[config.mk]
export PLATFORM = sky130hd
export DESIGN_NAME = black_level_gain
export DESIGN_NICKNAME = d
export VERILOG_FILES = /design/src/include/blc_pkg.sv /design/src/rtl/pix_combine.sv /design/src/rtl/black_level_gain.sv
export SDC_FILE = /design/constraint.sdc
export NUM_CORES = 1
export LEC_CHECK = 0
export ABC_AREA = 1
export BUFFER_PORTS_ARGS = -buffer_cell sky130_fd_sc_hd__buf_4
export CAP_MARGIN = 20
export CORE_MARGIN = 2
export CORE_UTILIZATION = 26
export DETAILED_ROUTE_END_ITERATION = 10
export SYNTH_ARGS = -nofsm -noshare
export SYNTH_HDL_FRONTEND = slang
export SYNTH_SLANG_ARGS = --single-unit
[constraint.sdc]
create_clock -name clk_i -period 7.4 [get_ports clk_i]
set_input_delay 1.85 -clock clk_i [delete_from_list [all_inputs] [get_ports clk_i]]
set_output_delay 1.85 -clock clk_i [all_outputs]
set_load 0.1 [all_outputs]
[src/include/blc_pkg.sv]
// Functional notes
// - coarse 2-bit code selects 1x/2x/4x/8x gain
// - merge gain code and 10-bit code to 13 bits
// - full scale selectable, three choices, 1.07 V default
// - fixed gain forces one gain, 10-bit slice out
// - loop drives 13-bit black level to 64
// - loop sums black error only inside black-pixel window
// - update per line, or every n+10 black pixels
// - loop gain is 2^select/256; n programmable
// - offset range bit: full or half step
// - fixed gain scales loop step 1/8 to 1
// - top nine accumulator bits readable, writable; write clears rest
// - accumulator starts at mid level
// - loop can be disabled, black set by software
// - black is code 8 in 10-bit output at 1x gain
// - loop acquires black over leading frame lines
// - calibration offsets added to 13-bit result
`default_nettype none
package blc_pkg;
    localparam int ADC_W = 10;
    localparam int PIX_W = 13;
    localparam int ACC_W = 17;

    localparam logic [7:0] ADDR_OFFSET_RANGE = 8'h06;
    localparam logic [7:0] ADDR_FULL_SCALE   = 8'h07;
    localparam logic [7:0] ADDR_LOOP_CTRL    = 8'h08;
    localparam logic [7:0] ADDR_BLACK_COUNT  = 8'h09;
    localparam logic [7:0] ADDR_ACC_HI       = 8'h0a;
    localparam logic [7:0] ADDR_ACC_LO       = 8'h0b;
    localparam logic [7:0] ADDR_CAL_A        = 8'h10;
    localparam logic [7:0] ADDR_CAL_B        = 8'h11;
    localparam logic [7:0] ADDR_CAL_C        = 8'h12;
    localparam logic [7:0] ADDR_FIXED_GAIN   = 8'h16;

    localparam logic [7:0] RST_OFFSET_RANGE  = 8'h01;
    localparam logic [7:0] RST_FULL_SCALE    = 8'h01;
    localparam logic [7:0] RST_LOOP_CTRL     = 8'h01;
    localparam logic [7:0] RST_BLACK_COUNT   = 8'h10;
    localparam logic [7:0] RST_CAL           = 8'h00;
    localparam logic [7:0] RST_FIXED_GAIN    = 8'h00;

    localparam int OFFSET_RANGE_BIT = 0;
    localparam int LOOP_EN_BIT      = 0;
    localparam int LOOP_GAIN_LSB    = 1;
    localparam int FIXED_EN_BIT     = 2;

    localparam logic [1:0] FS_ILLEGAL = 2'h3;

    localparam logic [12:0] BLACK_TARGET    = 13'h0040;
    localparam logic [9:0]  BLACK_TARGET_10 = 10'h008;
    localparam logic [16:0] ACC_MID         = 17'h10000;
    localparam logic [16:0] ACC_MAX         = 17'h1ffff;
    localparam logic [7:0]  OB_EXTRA        = 8'h0a;
    localparam logic [7:0]  OB_WAIT_LAST    = OB_EXTRA - 8'h02;

    typedef enum logic [3:0] {
        S_IDLE  = 4'b0001,
        S_SUM   = 4'b0010,
        S_WAIT  = 4'b0100,
        S_APPLY = 4'b1000
    } loop_state_t;

    typedef struct packed {
        logic       we;
        logic       re;
        logic [7:0] addr;
        logic [7:0] wdata;
    } reg_req_t;

    typedef struct packed {
        logic       valid;
        logic [1:0] gain;
        logic [9:0] code;
    } conv_t;

    typedef struct packed {
        logic        valid;
        logic [12:0] data;
    } pix_t;

    // right shift that takes the 13-bit word back to a 10-bit slice
    function automatic logic [1:0] slice_shift(input logic [1:0] gain);
        slice_shift = 2'h3 - gain;
    endfunction : slice_shift
endpackage : blc_pkg
`default_nettype wire

[src/rtl/pix_combine.sv]
`default_nettype none
module pix_combine
    import blc_pkg::*;
(
    input  wire logic       clk_i,
    input  wire logic       rst_i,
    input  wire conv_t      conv_i,
    input  wire logic       fixed_en_i,
    input  wire logic [1:0] fixed_gain_i,
    input  wire logic [7:0] cal_a_i,
    input  wire logic [7:0] cal_b_i,
    input  wire logic [7:0] cal_c_i,
    output var  pix_t       pix_o,
    output logic [9:0]      fixed_out_o
);
    logic [1:0]  gain;
    logic [12:0] shifted;
    logic [7:0]  cal;
    logic [14:0] sum;
    logic [12:0] sat;
    pix_t        pix_d;
    pix_t        pix_q;
    logic [9:0]  fixed_d;
    logic [9:0]  fixed_q;

    always_comb begin
        gain = fixed_en_i ? fixed_gain_i : conv_i.gain;
        shifted = {conv_i.code, 3'h0} >> gain;
        if (gain == 2'h1) begin
            cal = cal_a_i;
        end else if (gain == 2'h2) begin
            cal = cal_b_i;
        end else if (gain == 2'h3) begin
            cal = cal_c_i;
        end else begin
            cal = 8'h00;
        end
        sum = {2'h0, shifted} + {{7{cal[7]}}, cal};
        if (sum[14]) begin
            sat = 13'h0000;
        end else if (sum[13]) begin
            sat = 13'h1fff;
        end else begin
            sat = sum[12:0];
        end
        pix_d.valid = conv_i.valid;
        pix_d.data  = conv_i.valid ? sat : pix_q.data;
        // ten-bit slice of the fixed gain
        fixed_d = conv_i.valid ? 10'(sat >> slice_shift(gain)) : fixed_q;
    end

    always_ff @(posedge clk_i or posedge rst_i) begin
        if (rst_i) begin
            pix_q   <= '0;
            fixed_q <= 10'h000;
        end else begin
            pix_q   <= pix_d;
            fixed_q <= fixed_d;
        end
    end

    assign pix_o       = pix_q;
    assign fixed_out_o = fixed_q;

    AST_GAIN_UNDO: assert property (@(posedge clk_i) disable iff (rst_i)
        (conv_i.valid && !fixed_en_i && conv_i.gain == 2'h1 && cal_a_i == 8'h00)
        |=> pix_o.data == 13'({$past(conv_i.code), 3'h0} >> 1))
        else $error("gain code 2x not undone by one shift");

    AST_BLACK_TEN: assert property (@(posedge clk_i) disable iff (rst_i)
        (conv_i.valid && fixed_en_i && fixed_gain_i == 2'h0 && conv_i.code == BLACK_TARGET_10)
        |=> pix_o.data == BLACK_TARGET && fixed_out_o == BLACK_TARGET_10)
        else $error("black 64 does not map to 8 at fixed 1x");
endmodule : pix_combine
`default_nettype wire

[src/rtl/black_level_gain.sv]
`default_nettype none
module black_level_gain
    import blc_pkg::*;
(
    input  wire logic     clk_i,
    input  wire logic     rst_i,
    input  wire conv_t    conv_i,
    input  wire reg_req_t reg_req_i,
    input  wire logic     clamp_pin_i,
    input  wire logic     clamp_int_i,
    input  wire logic     timing_int_i,
    input  wire logic     ob_line_i,
    output logic [7:0]    reg_rdata_o,
    output var  pix_t     pix_o,
    output logic [9:0]    fixed_out_o,
    output logic [1:0]    vga_gain_o,
    output logic          fixed_mode_o,
    output logic [1:0]    full_scale_o,
    output logic          offset_range_o,
    output logic [8:0]    black_level_o
);
    // register group
    logic [7:0]  offset_range_q, offset_range_d;
    logic [7:0]  full_scale_q,   full_scale_d;
    logic [7:0]  loop_ctrl_q,    loop_ctrl_d;
    logic [7:0]  black_count_q,  black_count_d;
    logic [7:0]  acc_stage_q,    acc_stage_d;
    logic [7:0]  cal_a_q,        cal_a_d;
    logic [7:0]  cal_b_q,        cal_b_d;
    logic [7:0]  cal_c_q,        cal_c_d;
    logic [7:0]  fixed_gain_q,   fixed_gain_d;
    logic [7:0]  rdata_q,        rdata_d;
    logic [1:0]  vga_gain_q,     vga_gain_d;
    // clamp pin synchroniser
    logic        clamp_s1_q, clamp_s2_q, clamp_s3_q;
    logic        clamp_filt_q, clamp_filt_d;
    // loop group
    loop_state_t state_q,   state_d;
    logic [7:0]  cnt_q,     cnt_d;
    logic [21:0] err_sum_q, err_sum_d;
    logic [16:0] acc_q,     acc_d;
    logic [13:0] err;
    logic [24:0] step;
    logic [2:0]  step_shift;
    logic [26:0] acc_wide;
    logic        window;
    logic        loop_en;
    logic        fixed_en;
    logic        acc_wr;
    pix_t        pix;

    assign loop_en  = loop_ctrl_q[LOOP_EN_BIT];
    assign fixed_en = fixed_gain_q[FIXED_EN_BIT];
    assign acc_wr   = reg_req_i.we && reg_req_i.addr == ADDR_ACC_LO;

    pix_combine u_combine (
        .clk_i       (clk_i),
        .rst_i       (rst_i),
        .conv_i      (conv_i),
        .fixed_en_i  (fixed_en),
        .fixed_gain_i(fixed_gain_q[1:0]),
        .cal_a_i     (cal_a_q),
        .cal_b_i     (cal_b_q),
        .cal_c_i     (cal_c_q),
        .pix_o       (pix),
        .fixed_out_o (fixed_out_o)
    );

    // register writes and reads
    always_comb begin
        offset_range_d = offset_range_q;
        full_scale_d   = full_scale_q;
        loop_ctrl_d    = loop_ctrl_q;
        black_count_d  = black_count_q;
        acc_stage_d    = acc_stage_q;
        cal_a_d        = cal_a_q;
        cal_b_d        = cal_b_q;
        cal_c_d        = cal_c_q;
        fixed_gain_d   = fixed_gain_q;
        rdata_d        = rdata_q;
        if (reg_req_i.we) begin
            if (reg_req_i.addr == ADDR_OFFSET_RANGE) begin
                offset_range_d = reg_req_i.wdata;
            end else if (reg_req_i.addr == ADDR_FULL_SCALE) begin
                if (reg_req_i.wdata[1:0] != FS_ILLEGAL) begin
                    full_scale_d = {6'h00, reg_req_i.wdata[1:0]};
                end
            end else if (reg_req_i.addr == ADDR_LOOP_CTRL) begin
                loop_ctrl_d = {5'h00, reg_req_i.wdata[2:0]};
            end else if (reg_req_i.addr == ADDR_BLACK_COUNT) begin
                black_count_d = reg_req_i.wdata;
            end else if (reg_req_i.addr == ADDR_ACC_HI) begin
                acc_stage_d = reg_req_i.wdata;
            end else if (reg_req_i.addr == ADDR_CAL_A) begin
                cal_a_d = reg_req_i.wdata;
            end else if (reg_req_i.addr == ADDR_CAL_B) begin
                cal_b_d = reg_req_i.wdata;
            end else if (reg_req_i.addr == ADDR_CAL_C) begin
                cal_c_d = reg_req_i.wdata;
            end else if (reg_req_i.addr == ADDR_FIXED_GAIN) begin
                fixed_gain_d = {5'h00, reg_req_i.wdata[2:0]};
            end
        end
        if (reg_req_i.re) begin
            if (reg_req_i.addr == ADDR_OFFSET_RANGE) begin
                rdata_d = offset_range_q;
            end else if (reg_req_i.addr == ADDR_FULL_SCALE) begin
                rdata_d = full_scale_q;
            end else if (reg_req_i.addr == ADDR_LOOP_CTRL) begin
                rdata_d = loop_ctrl_q;
            end else if (reg_req_i.addr == ADDR_BLACK_COUNT) begin
                rdata_d = black_count_q;
            end else if (reg_req_i.addr == ADDR_ACC_HI) begin
                rdata_d = acc_q[16:9];
            end else if (reg_req_i.addr == ADDR_ACC_LO) begin
                rdata_d = {7'h00, acc_q[8]};
            end else if (reg_req_i.addr == ADDR_CAL_A) begin
                rdata_d = cal_a_q;
            end else if (reg_req_i.addr == ADDR_CAL_B) begin
                rdata_d = cal_b_q;
            end else if (reg_req_i.addr == ADDR_CAL_C) begin
                rdata_d = cal_c_q;
            end else if (reg_req_i.addr == ADDR_FIXED_GAIN) begin
                rdata_d = fixed_gain_q;
            end else begin
                rdata_d = 8'h00;
            end
        end
        vga_gain_d = fixed_en ? fixed_gain_q[1:0] : conv_i.gain;
    end

    always_ff @(posedge clk_i or posedge rst_i) begin
        if (rst_i) begin
            offset_range_q <= RST_OFFSET_RANGE;
            full_scale_q   <= RST_FULL_SCALE;
            loop_ctrl_q    <= RST_LOOP_CTRL;
            black_count_q  <= RST_BLACK_COUNT;
            acc_stage_q    <= 8'h00;
            cal_a_q        <= RST_CAL;
            cal_b_q        <= RST_CAL;
            cal_c_q        <= RST_CAL;
            fixed_gain_q   <= RST_FIXED_GAIN;
            rdata_q        <= 8'h00;
            vga_gain_q     <= 2'h0;
        end else begin
            offset_range_q <= offset_range_d;
            full_scale_q   <= full_scale_d;
            loop_ctrl_q    <= loop_ctrl_d;
            black_count_q  <= black_count_d;
            acc_stage_q    <= acc_stage_d;
            cal_a_q        <= cal_a_d;
            cal_b_q        <= cal_b_d;
            cal_c_q        <= cal_c_d;
            fixed_gain_q   <= fixed_gain_d;
            rdata_q        <= rdata_d;
            vga_gain_q     <= vga_gain_d;
        end
    end

    // clamp pin: change taken once second and third stages agree
    always_comb begin
        clamp_filt_d = (clamp_s2_q == clamp_s3_q) ? clamp_s3_q : clamp_filt_q;
    end

    always_ff @(posedge clk_i or posedge rst_i) begin
        if (rst_i) begin
            clamp_s1_q   <= 1'b0;
            clamp_s2_q   <= 1'b0;
            clamp_s3_q   <= 1'b0;
            clamp_filt_q <= 1'b0;
        end else begin
            clamp_s1_q   <= clamp_pin_i;
            clamp_s2_q   <= clamp_s1_q;
            clamp_s3_q   <= clamp_s2_q;
            clamp_filt_q <= clamp_filt_d;
        end
    end

    // window from pin or internal timing
    assign window = timing_int_i ? clamp_int_i : clamp_filt_q;

    // black-level loop
    always_comb begin
        state_d   = state_q;
        cnt_d     = cnt_q;
        err_sum_d = err_sum_q;
        acc_d     = acc_q;
        err = {1'b0, BLACK_TARGET} - {1'b0, pix.data};
        // loop gain 1, 2, 4 or 8 over 256
        step = 25'({{3{err_sum_q[21]}}, err_sum_q} << loop_ctrl_q[LOOP_GAIN_LSB +: 2]);
        step_shift = {2'h0, ~offset_range_q[OFFSET_RANGE_BIT]}
                   + (fixed_en ? {1'b0, slice_shift(fixed_gain_q[1:0])} : 3'h0);
        acc_wide = {10'h000, acc_q} + 27'($signed({{2{step[24]}}, step}) >>> step_shift);
        case (state_q)
            S_IDLE: begin
                if (window) begin
                    state_d   = S_SUM;
                    cnt_d     = 8'h00;
                    err_sum_d = 22'h000000;
                end
            end
            S_SUM: begin
                if (!window) begin
                    state_d = ob_line_i ? S_IDLE : S_APPLY;
                end else if (black_count_q == 8'h00) begin
                    state_d = S_WAIT;
                end else if (pix.valid) begin
                    err_sum_d = err_sum_q + {{8{err[13]}}, err};
                    if (cnt_q == black_count_q - 8'h01) begin
                        state_d = S_WAIT;
                        cnt_d   = 8'h00;
                    end else begin
                        cnt_d = cnt_q + 8'h01;
                    end
                end
            end
            S_WAIT: begin
                if (!window) begin
                    state_d = ob_line_i ? S_IDLE : S_APPLY;
                end else if (ob_line_i && pix.valid) begin
                    if (cnt_q == OB_WAIT_LAST) begin
                        state_d = S_APPLY;
                    end else begin
                        cnt_d = cnt_q + 8'h01;
                    end
                end
            end
            S_APPLY: begin
                if (acc_wide[26]) begin
                    acc_d = 17'h00000;
                end else if (acc_wide[25:17] != 9'h000) begin
                    acc_d = ACC_MAX;
                end else begin
                    acc_d = acc_wide[16:0];
                end
                // keep running over leading black lines
                state_d   = (window && ob_line_i) ? S_SUM : S_IDLE;
                cnt_d     = 8'h00;
                err_sum_d = 22'h000000;
            end
            default: begin
                state_d = S_IDLE;
            end
        endcase
        if (!loop_en) begin
            state_d = S_IDLE;
            acc_d   = acc_q;
        end
        // write sets top bits, clears the rest
        if (acc_wr) begin
            acc_d = {acc_stage_q, reg_req_i.wdata[0], 8'h00};
        end
    end

    always_ff @(posedge clk_i or posedge rst_i) begin
        if (rst_i) begin
            state_q   <= S_IDLE;
            cnt_q     <= 8'h00;
            err_sum_q <= 22'h000000;
            acc_q     <= ACC_MID;
        end else begin
            state_q   <= state_d;
            cnt_q     <= cnt_d;
            err_sum_q <= err_sum_d;
            acc_q     <= acc_d;
        end
    end

    assign reg_rdata_o    = rdata_q;
    assign pix_o          = pix;
    assign vga_gain_o     = vga_gain_q;
    assign fixed_mode_o   = fixed_en;
    assign full_scale_o   = full_scale_q[1:0];
    assign offset_range_o = offset_range_q[OFFSET_RANGE_BIT];
    assign black_level_o  = acc_q[16:8];

    AST_ACC_WRITE: assert property (@(posedge clk_i) disable iff (rst_i)
        acc_wr |=> acc_q == {$past(acc_stage_q), $past(reg_req_i.wdata[0]), 8'h00})
        else $error("accumulator write did not load top bits and clear the rest");

    AST_ACC_SAT: assert property (@(posedge clk_i) disable iff (rst_i)
        (state_q == S_APPLY && loop_en && !acc_wr && !acc_wide[26] && acc_wide[25:17] != 9'h000)
        |=> acc_q == ACC_MAX)
        else $error("accumulator wrapped instead of saturating high");

    AST_LOOP_OFF_HOLD: assert property (@(posedge clk_i) disable iff (rst_i)
        (!loop_en && !acc_wr) |=> acc_q == $past(acc_q))
        else $error("accumulator moved with the loop disabled");

    AST_UPDATE_CAUSE: assert property (@(posedge clk_i) disable iff (rst_i)
        $changed(acc_q) |-> ($past(acc_wr) || $past(state_q) == S_APPLY))
        else $error("accumulator changed without a window update or write");

    AST_OB_PERIOD: assert property (@(posedge clk_i) disable iff (rst_i)
        (state_q == S_WAIT && loop_en && window && ob_line_i && pix.valid
         && cnt_q == OB_WAIT_LAST) |=> state_q == S_APPLY ##1 state_q != S_APPLY)
        else $error("black-line update not taken at n plus ten pixels");

    AST_LINE_UPDATE: assert property (@(posedge clk_i) disable iff (rst_i)
        ((state_q == S_SUM || state_q == S_WAIT) && loop_en && !window && !ob_line_i)
        |=> state_q == S_APPLY)
        else $error("active-line update missing at window end");

    AST_FULL_SCALE: assert property (@(posedge clk_i) disable iff (rst_i)
        (reg_req_i.we && reg_req_i.addr == ADDR_FULL_SCALE
         && reg_req_i.wdata[1:0] == FS_ILLEGAL) |=> $stable(full_scale_o))
        else $error("illegal full-scale code accepted");

    AST_FIXED_FORCE: assert property (@(posedge clk_i) disable iff (rst_i)
        fixed_en |=> vga_gain_o == $past(fixed_gain_q[1:0]))
        else $error("fixed gain not forced onto the amplifier");

    AST_SUM_IN_WINDOW: assert property (@(posedge clk_i) disable iff (rst_i)
        (state_q == S_SUM && window && pix.valid && black_count_q != 8'h00)
        |=> err_sum_q == $past(err_sum_q) + {{8{$past(err[13])}}, $past(err)})
        else $error("black error not accumulated against code 64");
endmodule : black_level_gain
`default_nettype wire

* Yosys cells after proc, flatten, opt, wreduce, memory -nomap -nowiden
Index checks and enable logic that the tools add are counted.
Storage, ports and cells: bits in registers 145, input bits 37, word-level logic and storage cells 148
Operators by class: add/subtract/negate cells 9, equality and inequality tests 33, shifts and indexed selects 4, muxes and demuxes 49, bitwise logic cells 9, reductions and logical operators 22
Operators by type and width (number):
- $mux W8 | 20
- $mux W22 | 4
- $mux W17 | 5
- $pmux W22 S3 | 1
- $eq A8 B4 Y1 const B | 5
- $mux W4 | 10
- $eq A8 B5 Y1 const B | 4
- $pmux W8 S4 | 1
- $add A17 B27 Y27 | 1
- $sshr A25 B3 Y27 | 1
- $mux W13 | 2
- $shl A25 B2 Y25 | 1
- $add A22 B22 Y22 | 1
- $eq A8 B3 Y1 const B | 2
- $pmux W4 S4 | 1
- $reduce_and A8 Y1 | 2
- $add A14 B8 Y15 | 1
- $reduce_and A5 Y1 | 3
- $ne A2 B2 Y1 const B | 7
- $sub A7 B13 Y14 const A | 1
- $shr A13 B2 Y10 | 1
- $shr A13 B2 Y13 | 1
- $reduce_and A10 Y1 | 1
- $not A1 Y1 | 9
- other kinds (31) | 41

* Depth between registers and ports, before layout
word-level depth 11, mapped depth 32, depth with buffers taken out 30

* By module
A second synthesis with hierarchy kept.
Second synthesis, totals: cells, all modules 1782, area, all modules 12086.6 um^2
Modules (own cells, without submodules):
- black_level_gain | times used 1, cells each 1341, area an instance 9457.8 um^2, sequential area each 3035.4 um^2
- pix_combine | times used 1, cells each 441, area an instance 2628.8 um^2, sequential area each 600.6 um^2

* Least setup slack after synthesis
OpenSTA, ideal clock, no wires.
path type input to register, from input conv_i[10] (netlist name), to register u_combine.fixed_q[9], in the netlist u_combine.fixed_out_o[9], data arrival time 4777 ps, required time 7322 ps, path slack 2545 ps, cell stages on the path 20, buffers on the path 2, path through o21ai_4 -> inv_2 -> buf_6 -> nand2_2 -> inv_1 -> nand2_1 -> nand3_1 -> ha_1 -> fa_1 -> nand3_1 -> nand3_1 -> nand3_1 -> o2111ai_1 -> a21oi_1 -> xor2_4 -> buf_4 -> nand2_1 -> o21ai_1 -> nand2_1 -> a21oi_1
On the way: longest elaborated chain between the ends 9, elaborated cells on any way between the ends 13, those cells by class add/sub (2); eq/ne (3); shift (2); mux (6)
RTL lines:
- start: declaration | RTL line black_level_gain.sv:7 | input wire conv_t conv_i,
- $mux W2 (*) | RTL line pix_combine.sv:27 | gain = fixed_en_i ? fixed_gain_i : conv_i.gain;
- $eq A2 B2 Y1 | RTL line pix_combine.sv:33 | end else if (gain == 2'h3) begin
- $mux W8 | RTL line pix_combine.sv:33
- $mux W8 | RTL line pix_combine.sv:31 | end else if (gain == 2'h2) begin
- $mux W8 | RTL line pix_combine.sv:29 | if (gain == 2'h1) begin
- $add A14 B8 Y15 | RTL line pix_combine.sv:38 | sum = {2'h0, shifted} + {{7{cal[7]}}, cal};
- $mux W13 | RTL line pix_combine.sv:41 | end else if (sum[13]) begin
- $mux W13 | RTL line pix_combine.sv:39 | if (sum[14]) begin
- $shr A13 B2 Y10 (*) | RTL line pix_combine.sv:49 | fixed_d = conv_i.valid ? 10'(sat >> slice_shift(gain)) : fixed_q;
- end signal: assignment | RTL line pix_combine.sv:58 | fixed_q <= fixed_d;
- end: declaration | RTL line pix_combine.sv:24 | logic [9:0] fixed_q;
Mark *: on every way between the ends. The rest lies on a longest branch, timed or not. A chain may end at the register's enable or synchronous reset.

* Worst setup path after layout
from input conv_i[11] (netlist name), to register u_combine.fixed_q[9], in the netlist u_combine.fixed_out_o[9]
The elaborated chain is that of the path after synthesis.

==> impl_metrics.ini <==
[run_status]
outcome = complete, no violations

[clock_tree]
hold_buffers = 0
cts_resized = 0
cts_sinks = 145
clock_path_buffers = 2
cts_setup_buffers = 0
clkTransAtPathRegs_ps = 60
htreeDepth = 4
cts_tree = done
clk_latency_ps = 460
root_buffer = clkbuf_16
cts_buffers = 17

[detailed_routing]
postRouteAntennaNets = 0
drtPass1Iterations = 5
drc = 0
routedWlPerCell_um = 14.8
initialDrtViolationCount = 786
finalWirelength_um = 34900
vias = 11300
routed_via_density = 4.80

[synthesis]
synth_top_area_share_pct = 29.7
ys.warnings.count = 0
ys_seq_area_share_pct = 31.1
yosys.area.top_type = dfrtp_1
synth_area_um2 = 11700
ys_ff_latch = 145
ys_top_cells_by_area = dfrtp_1 30%, nand2_1 15%, o21ai_0 8.1%
synth_edf_count = 0
synth-main-ff-cell = dfrtp_1
synth_cell_types = 56
postSynthCellCount = 1695
synth_common_cells = 468 x nand2_1, 190 x o21ai_0, 186 x inv_1
yosysMostFrequentCell = nand2_1
syn_nets = 1792
avgSynthCellArea_um2 = 6.90
async_flop_share_pct = 100

[global_routing]
grt_first_pass_wirelength_um = 56800
grt_antenna_before_repair = 0
first_global_vias = 11000
grt_max_degree = 93
track_usage_pct = 15.0
gr-total-overflow = 0

[timing]
finalSetupTns_ps = 0
setup_slack_ps = 1830
worst_pin_slew_ps = 869
fin_crit_sh_pct = 75.3
layout_min_cycle_time_ps = 5570
finClkSkew_ps = 17.2
hold_viol_final = 0
max_clock_freq_ghz = 0.180
rsz0062_at_grt = false
slew_violations = 0
setup_viol_count_final = 0
slew_headroom_pct = 41.6

[flow_run]
max_cap_viol_count = 0

[power]
leakage_nw = 6.56
clock_power_share_pct = 27.9
internal-power_w = 0.00169
switching_share_pct = 45.6
p_per_area_nw_per_um2 = 232
pwr-share-seq_pct = 30.3
p_switching_w = 0.00142
ir_drop_uv = 112
combPwrFrac_pct = 41.8

[floorplan]
row_count = 77
die_w_um = 216
die_h_um = 216
core_um2 = 44300
die_area_um2 = 46700
initial_core_util_pct = 26.4
ios = 84

[critical_path]
worst_setup_path_end_kind = flip-flop
worstSetupPathType = in2reg
cp_max_fo = 20
crit_path_start_kind = input port
cp.required_ps = 7770
crit_arrival_ps = 5940

[final_layout]
drive_gt1_share_pct = 11.3
nets = 1849
n_antenna_cell = 0
area_delta_synth_final_pct = 14.7
final_cells = 2357
utilization_pct = 30.3
fillers = 4915

[place]
dpl.cell_count = 2324
portBuffers = 83
post-place-ws_ps = 1380
place_congestion = 0.883
dpl.hpwl_um = 27300

[hold_path]
hold_path.class = reg2reg
==> through the flow <==
stage,instance area [um2],total power [W],hold WS (ps)
floorplan,11700,0.00196,331
global placement,12800,0.00225,334
detailed placement,12800,0.00226,342
CTS,13400,0.00314,357
global route,13400,0.00331,366
finish,13400,0.00311,352
==> layout by cell type, fill, tap and decap left out, types with 4 or more instances in the layout <==
master and instances:
o21ai_0 190, buf_4 89, o21a_1 4, nor3_1 26, nor2_1 112, o31ai_1 4
dfstp_2 6, nand3_2 12, o211ai_1 14, nand2_4 5, nand3_1 105, nand4_1 11
nand2_2 17, nor4_1 5, a31oi_1 7, xor2_1 36, o21ai_1 18, clkbuf_16 17
inv_2 13, or2_2 9, nor3_2 4, a21oi_1 87, o2111ai_1 7, nand2_1 468
o22ai_1 15, dfrtp_1 139, a21boi_0 4, o21bai_1 4, nor3b_1 4, xnor2_1 19
inv_6 7, ha_1 57, inv_1 185, mux2i_1 24
==> flip-flops by register name, indices dropped and copies added (netlist names) <==
signal / flops
u_combine.fixed_out_o: 10
vga_gain_o: 2
cal_a_q: 8
clamp_s2_q: 1
loop_ctrl_q: 3
clamp_s3_q: 1
clamp_s1_q: 1
cnt_q: 8
clamp_filt_q: 1
offset_range_q: 8
state_q: 4
cal_b_q: 8
cal_c_q: 8
acc_q: 17
u_combine.pix_o: 14
acc_stage_q: 8
full_scale_q: 2
fixed_gain_q: 3
black_count_q: 8
err_sum_q: 22
reg_rdata_o: 8
==> critical path, stage by stage <==
cell and delay, ps:
buf_4 110, o21ai_2 530, inv_2 340, nand2_2 200, inv_1 140, nand2_1 80, nand3_1 70, ha_1 240
fa_1 420, nand3_1 110, nand3_1 160, nand3_1 140, o2111ai_1 160, a21oi_1 350, xor2_4 380, nand2_1 170
inv_1 80, nand2_1 40, o21ai_1 110, nand2_1 70, a21oi_1 170
==> area by class of cell <==
cell class | instances | area (um2) | area share (%)
Tap cell | 592 | 741 | 5.52
Timing Repair Buffer | 90 | 696 | 5.18
Clock buffer | 17 | 425 | 3.17
Sequential cell | 145 | 3640 | 27.1
Inverter | 202 | 764 | 5.70
Clock inverter | 15 | 148 | 1.10
Multi-Input combinational cell | 1296 | 7010 | 52.2
==> logic make-up (layout without fill, tap and decap cells) <==
logic type	after synthesis	after routing	share of synthesized area, %
AOI/OAI and AO/OA	370	370	17.5
and+or+nand+nor	785	785	29.3
adders and majority gates	61	61	6.69
DFF	145	145	31.1
muxes	24	24	2.05
buffers and inverters	254	324	9.02
xor gates and xnor gates	56	56	4.35
==> routing by layer <==
| layer | routed length (um) | GRT usage [%] |
|---|---|---|
| met1 | 15800 | 18.8 |
| met2 | 17000 | 26.3 |
| met3 | 1090 | 1.98 |
| met4 | 978 | 5.66 |
| met5 | 0 | 0 |
==> power groups by stage <==
stage | sequential [W] | combinational (W) | clock, W
after floorplan | 0.00122 | 0.000738 | 0
after global placement | 0.000958 | 0.00129 | 0
after detailed placement | 0.000959 | 0.00130 | 0
after CTS | 0.000945 | 0.00131 | 0.000886
after global routing | 0.000950 | 0.00144 | 0.000923
final | 0.000942 | 0.00130 | 0.000867
==> worst paths after layout <==
check                      slack [ps]               from  cells after the start                        to
setup / recovery                 1830         conv_i[11]                     21  u_combine.fixed_out_o[9]
hold / removal                    350         clamp_s1_q                      0                clamp_s2_q
setup reg to reg                 2470  offset_range_q[0]                     23                  acc_q[8]
hold reg to reg                   350         clamp_s1_q                      0                clamp_s2_q
max in group asynchronous        4590              rst_i                      3        u_combine.pix_o[7]
min in group asynchronous        1560              rst_i                      2             vga_gain_o[1]
Note: power is estimated with default switching activity, not from simulation.
